==> config.mk <==
export PLATFORM = sky130hd
export DESIGN_NAME = sram_host_ctrl
export DESIGN_NICKNAME = d
export VERILOG_FILES = /design/src/rtl/sram_host_pkg.sv /design/src/rtl/phase_timer.sv /design/src/rtl/sram_host_ctrl.sv
export VERILOG_INCLUDE_DIRS = /design/src /design/src/rtl
export SDC_FILE = /design/constraint.sdc
export NUM_CORES = 1
export LEC_CHECK = 0
export BUFFER_PORTS_ARGS = -buffer_cell sky130_fd_sc_hd__buf_2
export CORE_MARGIN = 5
export CORE_UTILIZATION = 35
export CTS_CLUSTER_SIZE = 28
export DETAILED_ROUTE_END_ITERATION = 16
export GPL_TIMING_DRIVEN = 0
export MAX_ROUTING_LAYER = met4
export SLEW_MARGIN = 10
export SYNTH_ARGS = -nofsm -noshare
export SYNTH_HDL_FRONTEND = slang
export SYNTH_SLANG_ARGS = --single-unit
==> constraint.sdc <==
create_clock -name ref_clk -period 3 [get_ports ref_clk]
set_clock_uncertainty 0.05 [all_clocks]
set_input_delay 0.6 -clock ref_clk [delete_from_list [all_inputs] [get_ports ref_clk]]
set_output_delay 0.6 -clock ref_clk [all_outputs]
set_load 0.01 [all_outputs]
==> src/rtl/sram_host_map.svh <==
`ifndef SRAM_HOST_MAP_SVH
`define SRAM_HOST_MAP_SVH
// Clock period in ps (25 MHz)
`define CLK_PERIOD_PS 40000
// Pin timing of the memory, in ns, fast grade then slow grade
`define T_RC_FAST_NS 55
`define T_RC_SLOW_NS 70
`define T_AA_FAST_NS 55
`define T_AA_SLOW_NS 70
`define T_AW_FAST_NS 45
`define T_AW_SLOW_NS 50
`define T_DW_FAST_NS 25
`define T_DW_SLOW_NS 30
`define T_WP_FAST_NS 30
`define T_WP_SLOW_NS 35
`define T_AS_NS 5
`define T_DH_NS 5
`define T_WR_NS 5
`define T_HZ_MAX_NS 25
`define T_OW_MAX_FAST_NS 30
`define T_OW_MAX_SLOW_NS 35
// Cycle counts: least times rounded up, never below one
`define CYC_MIN(ns) ((((ns) * 1000 + `CLK_PERIOD_PS - 1) / `CLK_PERIOD_PS) < 1 ? 1 : \
	(((ns) * 1000 + `CLK_PERIOD_PS - 1) / `CLK_PERIOD_PS))
`define MEM_ADDR_W 16
`define MEM_DATA_W 4
`endif

==> src/rtl/sram_host_pkg.sv <==
package sram_host_pkg;
	typedef enum logic [2:0] {
		ST_IDLE,
		ST_RD_WAIT,
		ST_WR_SETUP,
		ST_WR_PULSE,
		ST_WR_HOLD,
		ST_GAP
	} phase_e;
	typedef logic [7:0] count_t;
endpackage

==> src/rtl/phase_timer.sv <==
`timescale 1ns/1ps
// Down counter marking the end of each timed phase
module phase_timer
	import sram_host_pkg::*;
(
	input wire logic ref_clk,
	input wire logic nrst,
	input wire logic load,
	input wire count_t loadValue,
	output logic done
);
	typedef struct packed {
		count_t cnt;
	} timer_s;
	timer_s s_q;
	timer_s s_d;

	// Load wins over counting so a new phase always restarts cleanly
	always_comb begin
		s_d = s_q;
		if (load) begin
			s_d.cnt = loadValue;
		end else if (s_q.cnt != 8'h00) begin
			s_d.cnt = s_q.cnt - 8'h01;
		end
	end

	always_ff @(posedge ref_clk or negedge nrst) begin
		if (!nrst) begin
			s_q <= '0;
		end else begin
			s_q <= s_d;
		end
	end

	assign done = (s_q.cnt == 8'h00) && !load;
endmodule

==> src/rtl/sram_host_ctrl.sv <==
`timescale 1ns/1ps
`include "sram_host_map.svh"
// Operation
// Write enable stays high for the whole read cycle.
// Read cycle lasts at least 55 ns or 70 ns per grade.
// Memory gives data 55/70 ns after stable address, select held low.
// Memory gives data 55/70 ns after select falls, address already valid.
// Memory holds old data at least 5 ns after address change.
// Memory output stays high impedance at least 10 ns after select falls.
// Memory output floats 5 to 25 ns after select rises.
// Select or write enable high whenever any address line changes.
// Write address valid at least 45/50 ns before write end.
// Select low at least 45/50 ns before write ends.
// Write data stable 25/30 ns before end, held 5 ns after.
// Address held at least 5 ns after the write ends.
// Output stays floating when select and write enable rise together.
// Memory is fully static, driven only by pin levels and edges.
// Memory holds 65,536 four-bit words, powers down when deselected.
// Write enable low at least 30/35 ns; write cycle at least 55/70 ns.
// Memory powers down within 40 ns of deselect, wakes at once.
// Output off within 25 ns of write enable low, on 5 ns after rise.
module sram_host_ctrl
	import sram_host_pkg::*;
#(
	parameter int ADDR_W = `MEM_ADDR_W,
	parameter int DATA_W = `MEM_DATA_W,
	parameter bit SLOW_GRADE = 1'b0
) (
	input wire logic ref_clk,
	input wire logic nrst,
	input wire logic reqValid,
	input wire logic reqWrite,
	input wire logic [ADDR_W-1:0] reqAddr,
	input wire logic [DATA_W-1:0] reqWdata,
	output logic reqReady,
	output logic rspValid,
	output logic [DATA_W-1:0] rspRdata,
	output logic [ADDR_W-1:0] memAddr,
	output logic memSelN,
	output logic memWrEnN,
	output logic [DATA_W-1:0] memDin,
	input wire logic [DATA_W-1:0] memDout
);
	////////////////////////////////////////////////////////////////////////
	// Phase lengths in cycles, chosen per grade
	// Whole cycles covering a least time, never below one
	function automatic int cycles(input int ns);
		return `CYC_MIN(ns);
	endfunction

	// Larger of two cycle counts
	function automatic int maxOf(input int a, input int b);
		return (a > b) ? a : b;
	endfunction

	localparam int RD_NS = SLOW_GRADE ? `T_AA_SLOW_NS : `T_AA_FAST_NS;
	localparam int RC_NS = SLOW_GRADE ? `T_RC_SLOW_NS : `T_RC_FAST_NS;
	localparam int WP_NS = SLOW_GRADE ? `T_WP_SLOW_NS : `T_WP_FAST_NS;
	localparam int AW_NS = SLOW_GRADE ? `T_AW_SLOW_NS : `T_AW_FAST_NS;
	localparam int DW_NS = SLOW_GRADE ? `T_DW_SLOW_NS : `T_DW_FAST_NS;
	localparam int OW_NS = SLOW_GRADE ? `T_OW_MAX_SLOW_NS : `T_OW_MAX_FAST_NS;
	// Access window must also span the whole read cycle
	localparam int RD_RAW = maxOf(cycles(RD_NS), cycles(RC_NS));
	// Two extra cycles cover the input synchroniser
	localparam count_t RD_CYC = count_t'(RD_RAW + 2);
	localparam count_t AS_CYC = count_t'(cycles(`T_AS_NS));
	// Pulse covers write enable width, data setup and the rest of address setup
	localparam int WP_C = cycles(AW_NS) - cycles(`T_AS_NS);
	localparam count_t WP_CYC = count_t'(maxOf(maxOf(cycles(WP_NS), cycles(DW_NS)), WP_C));
	// Hold covers both data hold and write recovery
	localparam count_t HOLD_CYC = count_t'(maxOf(cycles(`T_DH_NS), cycles(`T_WR_NS)));
	// Gap lets the memory output float before the next access
	localparam count_t GAP_CYC = count_t'(maxOf(cycles(`T_HZ_MAX_NS), cycles(OW_NS)));

	// Controller state, all but the timer count, in one flop set, so outputs need no logic after it
	typedef struct packed {
		phase_e phase;
		logic ready;
		logic rsp;
		logic [DATA_W-1:0] rdata;
		logic [ADDR_W-1:0] addr;
		logic selN;
		logic wrEnN;
		logic [DATA_W-1:0] din;
		logic [DATA_W-1:0] sync1;
		logic [DATA_W-1:0] sync2;
		logic tLoad;
		count_t tVal;
	} ctrl_s;

	// State register and its next value, filled by one always_comb
	ctrl_s s_q;
	ctrl_s s_d;
	logic tDone;

	////////////////////////////////////////////////////////////////////////
	// Phase timer
	// One timer serves every phase but idle; a load value of N spans N + 2 cycles
	phase_timer u_timer (
		.ref_clk(ref_clk),
		.nrst(nrst),
		.load(s_q.tLoad),
		.loadValue(s_q.tVal),
		.done(tDone)
	);

	////////////////////////////////////////////////////////////////////////
	// Sequencer
	always_comb begin
		s_d = s_q;
		// Pulses drop unless set again below
		s_d.rsp = 1'b0;
		s_d.tLoad = 1'b0;
		// Memory data is asynchronous to ref_clk
		s_d.sync1 = memDout;
		s_d.sync2 = s_q.sync1;
		case (s_q.phase)
			ST_IDLE: begin
				// Taken only while idle; nothing is queued
				if (reqValid && s_q.ready) begin
					s_d.ready = 1'b0;
					s_d.addr = reqAddr;
					s_d.tLoad = 1'b1;
					if (reqWrite) begin
						// address moves only while write enable high
						s_d.wrEnN = 1'b1;
						s_d.selN = 1'b0;
						s_d.din = reqWdata;
						s_d.tVal = AS_CYC;
						s_d.phase = ST_WR_SETUP;
					end else begin
						// write enable high in reads
						s_d.wrEnN = 1'b1;
						s_d.selN = 1'b0;
						// read cycle length held
						s_d.tVal = RD_CYC;
						s_d.phase = ST_RD_WAIT;
					end
				end
			end
			ST_RD_WAIT: begin
				// Data has passed both sync flops by now
				if (tDone) begin
					s_d.rdata = s_q.sync2;
					s_d.rsp = 1'b1;
					s_d.selN = 1'b1;
					s_d.tLoad = 1'b1;
					s_d.tVal = GAP_CYC;
					s_d.phase = ST_GAP;
				end
			end
			ST_WR_SETUP: begin
				// Address and data settle before write enable falls
				if (tDone) begin
					// write pulse width
					s_d.wrEnN = 1'b0;
					s_d.tLoad = 1'b1;
					// address valid before end
					// select low before end
					// data setup before end
					s_d.tVal = WP_CYC;
					s_d.phase = ST_WR_PULSE;
				end
			end
			ST_WR_PULSE: begin
				if (tDone) begin
					// both rise together, no read burst
					s_d.wrEnN = 1'b1;
					s_d.selN = 1'b1;
					s_d.tLoad = 1'b1;
					s_d.tVal = HOLD_CYC;
					s_d.phase = ST_WR_HOLD;
				end
			end
			ST_WR_HOLD: begin
				// address and data held after end
				if (tDone) begin
					s_d.rsp = 1'b1;
					s_d.tLoad = 1'b1;
					s_d.tVal = GAP_CYC;
					s_d.phase = ST_GAP;
				end
			end
			ST_GAP: begin
				// Ready again only once the memory output has floated
				if (tDone) begin
					s_d.ready = 1'b1;
					s_d.phase = ST_IDLE;
				end
			end
			default: begin
				// Unused codes park the bus idle
				s_d.phase = ST_IDLE;
				s_d.selN = 1'b1;
				s_d.wrEnN = 1'b1;
				s_d.ready = 1'b1;
			end
		endcase
	end

	// Strobes idle high so the memory sits powered down after reset
	always_ff @(posedge ref_clk or negedge nrst) begin
		if (!nrst) begin
			s_q <= '0;
			s_q.phase <= ST_IDLE;
			s_q.ready <= 1'b1;
			s_q.selN <= 1'b1;
			s_q.wrEnN <= 1'b1;
		end else begin
			s_q <= s_d;
		end
	end

	// Outputs read the state flops directly
	assign reqReady = s_q.ready;
	assign rspValid = s_q.rsp;
	assign rspRdata = s_q.rdata;
	assign memAddr = s_q.addr;
	assign memSelN = s_q.selN;
	assign memWrEnN = s_q.wrEnN;
	assign memDin = s_q.din;
endmodule

# After elaboration in Yosys (flattened, before gate mapping)
# Index checks and enable logic that the tools add are counted.
# word_totals
register_bits,56
inputBits,28
output_inout_bits,28
elab_cells,73
# classes
n_addsub,1
eq_ne,12
muxes,24
bitwise,3
n_reduce_logical,20
# op_table
operator,count
$mux 9,2
$pmux 9 s2,1
$mux 8,2
$pmux 3 s5,1
$mux 3,4
$mux 4,3
$ne 2x2->1 const B,5
$reduce_and 3->1,3
$logic_not 8->1,1
$pmux 1 s4,2
$reduce_and 4->1,2
$reduce_bool 8->1,1
$sub 8x1->8 const B,1
$eq 3x2->1 const B,2
$eq 3x3->1 const B,2
$mux 6,1
$reduce_or 3->1,2
$mux 5,1
$reduce_and 5->1,1
$mux 2,2
$ne 2x1->1 const B,2
$reduce_and 2->1,2
$reduce_bool 2->1,2
$reduce_or 4->1,1
9 further kinds,14

# Depth between registers and ports, before layout
# Gate-level depths: netlist of the first run.
# depth
ltp_word,4
ltp_mapped,5
mapped_depth_nobuf,5

# Cells and area by module
# A second synthesis of the first run with hierarchy kept.
# hier_totals
cells_unflattened,189
area_unflattened_um2,2307.2
# modules_own_cells
module,instances,cells_per_inst,area_each_um2,seq_area_each_um2
sram_host_ctrl,1,138,1821.7,1054.8
phase_timer,1,51,485.5,200.2

# Least setup slack after synthesis of the first run
# No wires, ideal clock.
# synth_timing
path_type,register -> register
start,reg u_timer.s_q[0] (netlist bit)
end,"reg s_q, in the netlist rspRdata[3]"
setup_time_ns,0.125
t_arrival_ns,1.492
required_time_ns,2.825
path_slack_ns,1.333
stages_incl_launch_ff,6
path_buffers,0
synth_period_minus_slack_ns,1.667
path_cell_list,dfrtp_1 > inv_1 > ha_1 > nor4b_4 > nand4_4 > mux2_4
# synth_between
elab_chain_cells,3
# synth_rtl
item,line_no,source
from (decl),phase_timer.sv:15,timer_s s_q;
from (signal assigned),phase_timer.sv:30,s_q <= '0;
from (signal assigned),phase_timer.sv:32,s_q <= s_d;
$logic_not 8->1,phase_timer.sv:36,assign done = (s_q.cnt == 8'h00) && !load;
$logic_and 1x1->1,phase_timer.sv:36,
$reduce_and 2->1 (no source line),--,
to (decl),sram_host_ctrl.sv:92,ctrl_s s_q;
# Every way passes these cells.
# A chain may end at the register's enable or synchronous reset.

# Worst setup path after layout of the first run
# Same ends and word-level chain as after synthesis.

==> metrics.txt, run 1 <==
Iter 0 DRT Violations 48; vias 1562; CP arrival 2040 ps; maximum clock rate 0.526 GHz; Async SR Flop Fraction 100%; setup_tns 0 ps; Ports 56; sequential share of the synthesized area 54.0%; worst-margin pin slew 629 ps; FP Rows 29; Routability Congestion 0.767; Setup Viol. Count Final 0; CTS tree yes; die height 91.5 um; Area growth syn-to-layout 20.0%; crit path kind reg -> reg; GRT Overall Usage 11.5%; Worst VDD drop 418 uV; CP cell instances inv_1, ha_1, nor4b_4, nand4_4, mux2_4; TritonCTS Buffers 5; ys flop type dfrtp_1; Yosys reg bits 50; clock sink count 50; Filler Cell Count 619; Port Buffers 55; critical path data required time 3140 ps; type of origin of the critical path register; Crit Reg-Reg Endpoint rspRdata[3]; Syn Area/Cell 12.4 um^2; setup bufs post-CTS 0; dpl hpwl 3270 um; total power divided by cell area 932 mW/mm^2; Reg2Reg Depth 5; proportion of layout cells with a drive suffix above 1 45.8%; Yosys top cell by area dfrtp_1; maximum level of the CTS H-tree 2; post-synth top area share 50.6%; Hold Crit Class in -> async; CP Max Fanout 7; Vias per Instance 4.76; max_cap viols 0; Syn Inst Count 188; first-pass GRT wire length 7520 um; grt total ovfl 0; largest net degree at the start of global routing 51; slowest CP cell nor4b_4; # diodes 0; total die area 0.00837 mm^2; effective utilization at floorplan 36.2%; net count after synthesis 217; R2R Path Start u_timer.s_q[0]; Rel. slew slack 58.1%; clock root cell clkbuf_8; Final Max Slew Viols 0; initial antenna violation count 0; Leak 1.35 nW; core area 0.00642 mm^2; count of cell types in the netlist 48; Detail Route Antenna Nets 0; status completed; reg-to-reg slack, setup 1100 ps; Post-Syn Area 0.00232 mm^2; number of synthesized flops with an enable pin 0; post-CTS resize count 0; YS warnings 0; first-pass detailed-route iteration total 4; Avg WL per Cell 13.6 um; CP peak stage delay 470 ps; Post-CTS Hold Buffers 0; Longest Clk Path Bufs 2; layout net count 279; Final min period 1900 ps; # DRC 0; WL final 4460 um; Setup crit end kind register; Fin. Hold Viols 0; RSZ-0062 raised after global routing false; number of global-route vias before repair 1583; Tot Pwr 2.60 mW; CTS clk-pin slew, worst paths 90 ps; Worst-Skew Late Latency 300 ps; Die W 91.5 um; top post-synthesis cells by area dfrtp_1 (51%), buf_4 (7.8%), mux2_2 (6.3%); Tcrit/Tclk final 63.4%; top-count cell post-synth dfrtp_1; top cells by count, synth dfrtp_1 (47), buf_4 (24), mux2_2 (13)
[cells in the final DEF, fill, tap and decap left out, drive strengths merged, types with 6 or more instances in the layout]
master  synthesis  routed
clkbuf          4      11
buf            27      82
dfrtp          47      47
a21oi           8       8
nor3            6       6
o21ai           7       7
inv             6       6
nor2            8       8
nand2           6       6
mux2           24      24
[report_power, final]
part / total, mW / internal (mW) / switching (mW)
registers: 1.10 / 0.928 / 0.175
clock network: 0.404 / 0.187 / 0.218
logic: 1.09 / 0.609 / 0.483
[metrics by stage]
stage / std cells / area, um^2 / hold slack, ps / worst slack, ps / util [%]
floorplan: 188 / 2320 / 254 / 1330 / -
global placement: 320 / 2700 / 281 / 1120 / 42.0
detailed placement: 320 / 2700 / 286 / 1100 / 42.0
CTS: 328 / 2790 / 307 / 1080 / 43.4
global route: 328 / 2790 / 318 / 965 / 43.4
finish: 328 / 2790 / 270 / 1100 / 43.4
[critical path: cells and delay by family (launching register included)]
kind | cells | cell delay, ps
adder cells (fa/ha/maj) | 1 | 230
buffers and inverters | 1 | 80
flip-flops | 1 | 400
multiplexers | 1 | 340
AND/OR/NAND/NOR | 2 | 690
[kinds of logic (layout without fill, tap and decap cells)]
logic type                 after synthesis  count (layout)  synth area share (%)
DFF                                     50              50                  54.0
and+or+nand+nor                         42              42                  12.9
buffers and inverters                   37             100                  10.5
AOI/OAI and AO/OA                       32              32                  9.47
muxes                                   25              25                  12.2
adders and majority gates                1               1                 0.538
xor gates and xnor gates                 1               1                 0.377
[sequential cells by signal (all words and copies together), names as in the netlist, 4 cells and up]
name / cells
u_timer.s_q: 8
rspRdata: 4
memDin: 4
s_d: 4
s_q: 10
memAddr: 16
[metal layers]
layer	global-route usage [%]	share of wire, %	wire (um)
met5	-	0	0
met4	3.77	0.47	21
met3	3.06	4.4	197
met2	18.3	49	2200
met1	14.2	46	2050
[cell type report]
type / instances / area [um^2] / share of cell area, %
sequential: 50 / 1250 / 45.0
multi-input combinational: 101 / 825 / 29.6
timing repair buffer: 55 / 278 / 9.96
buffer: 31 / 223 / 7.98
tap: 77 / 96.3 / 3.45
clock buffer: 7 / 86.3 / 3.09
inverter: 6 / 22.5 / 0.807
clock inverter: 1 / 5.00 / 0.179
[worst max path at each step]
stage	to	from	slack [ps]	depth (start not counted)
after global placement	rspRdata[3]	u_timer.s_q[0]	1120	5
after floorplan	rspRdata[3]	u_timer.s_q[0]	1330	5
after CTS	rspRdata[3]	u_timer.s_q[0]	1080	5
after global routing	rspValid	u_timer.s_q[0]	960	5
final	rspRdata[3]	u_timer.s_q[0]	1100	5
after detailed placement	rspRdata[3]	u_timer.s_q[0]	1100	5
Power figures use the tool's default switching activity.
==> run 2, diff against run 1 <==
==> constraint.sdc (replaced) <==
create_clock -name ref_clk -period 1.92 [get_ports ref_clk]
set_clock_uncertainty 0.05 [all_clocks]
set_input_delay 0.384 -clock ref_clk [delete_from_list [all_inputs] [get_ports ref_clk]]
set_output_delay 0.384 -clock ref_clk [all_outputs]
set_load 0.01 [all_outputs]
==> run 2 against run 1 <==
  * Core utilization rose by 0.25 points
  * Cell area rose by 0.58%
  * Via count fell by 0.13%
  * Worst hold slack got worse by 220 ps
  * Die area did not move
  * Cell count rose by 0.30%
  * Critical path depth did not move
  * Combinational power rose by 59%
  * Sequential power rose by 56%
  * Global-route usage barely moved
  * Wire length rose by 0.18%
  * Largest cell class unchanged
==> metrics.txt, run 2 (synthesis results as in run 1) <==
Filler Cell Count 621 (+0.32%); TritonCTS Buffers 5 (unchanged); total power divided by cell area 1460 mW/mm^2 (+56%); CP Max Fanout 5 (-2); vias 1560 (-0.13%); core area 0.00642 mm^2 (unchanged); clock root cell clkbuf_8; crit path kind reg -> reg; CP arrival 1940 ps (-100 ps); switching share of power 33.7% (about the same); Setup Viol. Count Final 0 (unchanged); most common library cell in the layout ignoring fill and taps buf_2; CTS clk-pin slew, worst paths 90 ps (about the same); max_cap viols 0 (unchanged); Avg WL per Cell 13.6 um (-0.13%); Fin. Hold Viols 0 (unchanged); Final Max Slew Viols 0 (unchanged); Rel. slew slack 58.0% (about the same); number of global-route vias before repair 1588 (+0.32%); Hold Crit Class in -> async; status completed; CTS tree yes; start point of the critical path u_timer.s_q[0]; Routability Congestion 0.767 (unchanged); Crit Reg-Reg Endpoint rspRdata[3]; effective utilization at floorplan 36.2% (unchanged); largest net degree at the start of global routing 51 (unchanged); proportion of layout cells with a drive suffix above 1 46.8% (+1.0 points); sequential power share 42.2% (-0.3 points); maximum clock rate 0.555 GHz (+5.5%); fin area 0.00281 mm^2 (+0.58%); Vias per Instance 4.74 (-0.43%); clock network power share 15.5% (about the same); die height 91.5 um (unchanged); Final min period 1800 ps (-100 ps); Tcrit/Tclk final 93.8% (+30 points); R2R Path Start u_timer.s_q[0]; max reg flops 16 (unchanged); Iter 0 DRT Violations 61 (+27%); maximum level of the CTS H-tree 2 (unchanged); initial antenna violation count 0 (unchanged); worst-margin pin slew 630 ps (+0.672 ps); internal power 2.71 mW (+57%); dpl hpwl 3270 um (unchanged); # diodes 0 (unchanged); Die W 91.5 um (unchanged); Worst VDD drop 655 uV (+57%); first-pass GRT wire length 7550 um (+0.36%); Setup crit end kind register; crit path to rspRdata[3]; type of origin of the critical path register; total die area 0.00837 mm^2 (unchanged); combinational share of power 42.3% (+0.3 points); grt total ovfl 0 (unchanged); most frequent cells in the layout buf_2 (55), dfrtp_1 (47), buf_4 (26), mux2_2 (13), mux2_1 (10); Post-DP Area 0.00270 mm^2 (unchanged); FP Rows 29 (unchanged); # DRC 0 (unchanged); clock sink count 50 (unchanged); NetSw 1.38 mW (+57%); Area growth syn-to-layout 20.7%; Port Buffers 55 (unchanged); Worst-Skew Late Latency 300 ps (about the same); first-pass detailed-route iteration total 4 (unchanged); GRT Overall Usage 11.5% (+0.036 points); setup_tns 0 ps (unchanged); Post-CTS Hold Buffers 0 (unchanged); Detail Route Antenna Nets 0 (unchanged); Ports 56 (unchanged); Longest Clk Path Bufs 2 (unchanged); Leak 1.36 nW (+0.38%); RSZ-0062 raised after global routing false; Reg2Reg Depth 5 (unchanged); reg-to-reg slack, setup 120 ps (-980 ps); layout net count 280 (+0.36%); WL final 4470 um (+0.18%); critical path data required time 2060 ps (-1080 ps)
[run 2: critical path: stages (launching register included)]
cell	delay, ps
dfrtp_1	400
inv_1	90
ha_2	220
nor4b_4	400
nand4_4	210
mux2_4	330
[run 2: worst min-delay path by stage]
stage	endpoint	slack [ps]	cells after the start
global placement	s_q[12]	280	0
CTS	s_d[9]	120	1
floorplan	memAddr[0]	40	0
global route	memDin[1]	110	1
finish	memDin[1]	50	1
detailed placement	s_q[10]	290	0
[run 2: layer usage]
metal | up-vias | track usage, % | wire [um]
li1 | 772 | - | -
met1 | 748 | 14.2 | 2050
met2 | 37 | 18.4 | 2190
met3 | 3 | 3.06 | 206
met4 | 0 | 3.77 | 21
met5 | - | - | 0
[run 2: through the flow]
step / setup slack, ps / cells / power [mW] / hold slack, ps / utilization, %
2_1_floorplan: 253 / 188 / 2.96 / 38.4 / -
3_3_place_gp: 43.0 / 320 / 3.44 / 281 / 42.0
3_5_place_dp: 19.7 / 320 / 3.48 / 286 / 42.0
4_1_cts: 52.9 / 329 / 4.14 / 125 / 43.5
5_1_grt: 7.39 / 329 / 4.42 / 112 / 43.7
6_report: 118 / 329 / 4.08 / 52.8 / 43.7
[run 2: power by group through the flow]
stage	clock network [mW]	logic, mW	registers [mW]
finish	0.633	1.73	1.72
global route	0.703	1.93	1.79
CTS	0.657	1.75	1.73
detailed placement	0	1.73	1.75
global placement	0	1.71	1.73
floorplan	0	1.27	1.69
[run 2: final cells by class]
type	count	area [um^2]	area share (%)
Inverter	6	22.5	0.802
Multi-Input combinational cell	101	833	29.7
Sequential cell	50	1250	44.7
Clock buffer	7	86.3	3.08
Timing Repair Buffer	56	285	10.2
Clock inverter	1	5.00	0.178
Tap cell	77	96.3	3.43
Buffer	31	223	7.94
[run 2: timing repair]
action,4_1_cts,5_1_grt
pin swaps,0,0
setup endpoints to repair,1,7
buffers inserted,1,0
gates cloned,0,0
gates resized for setup,0,2
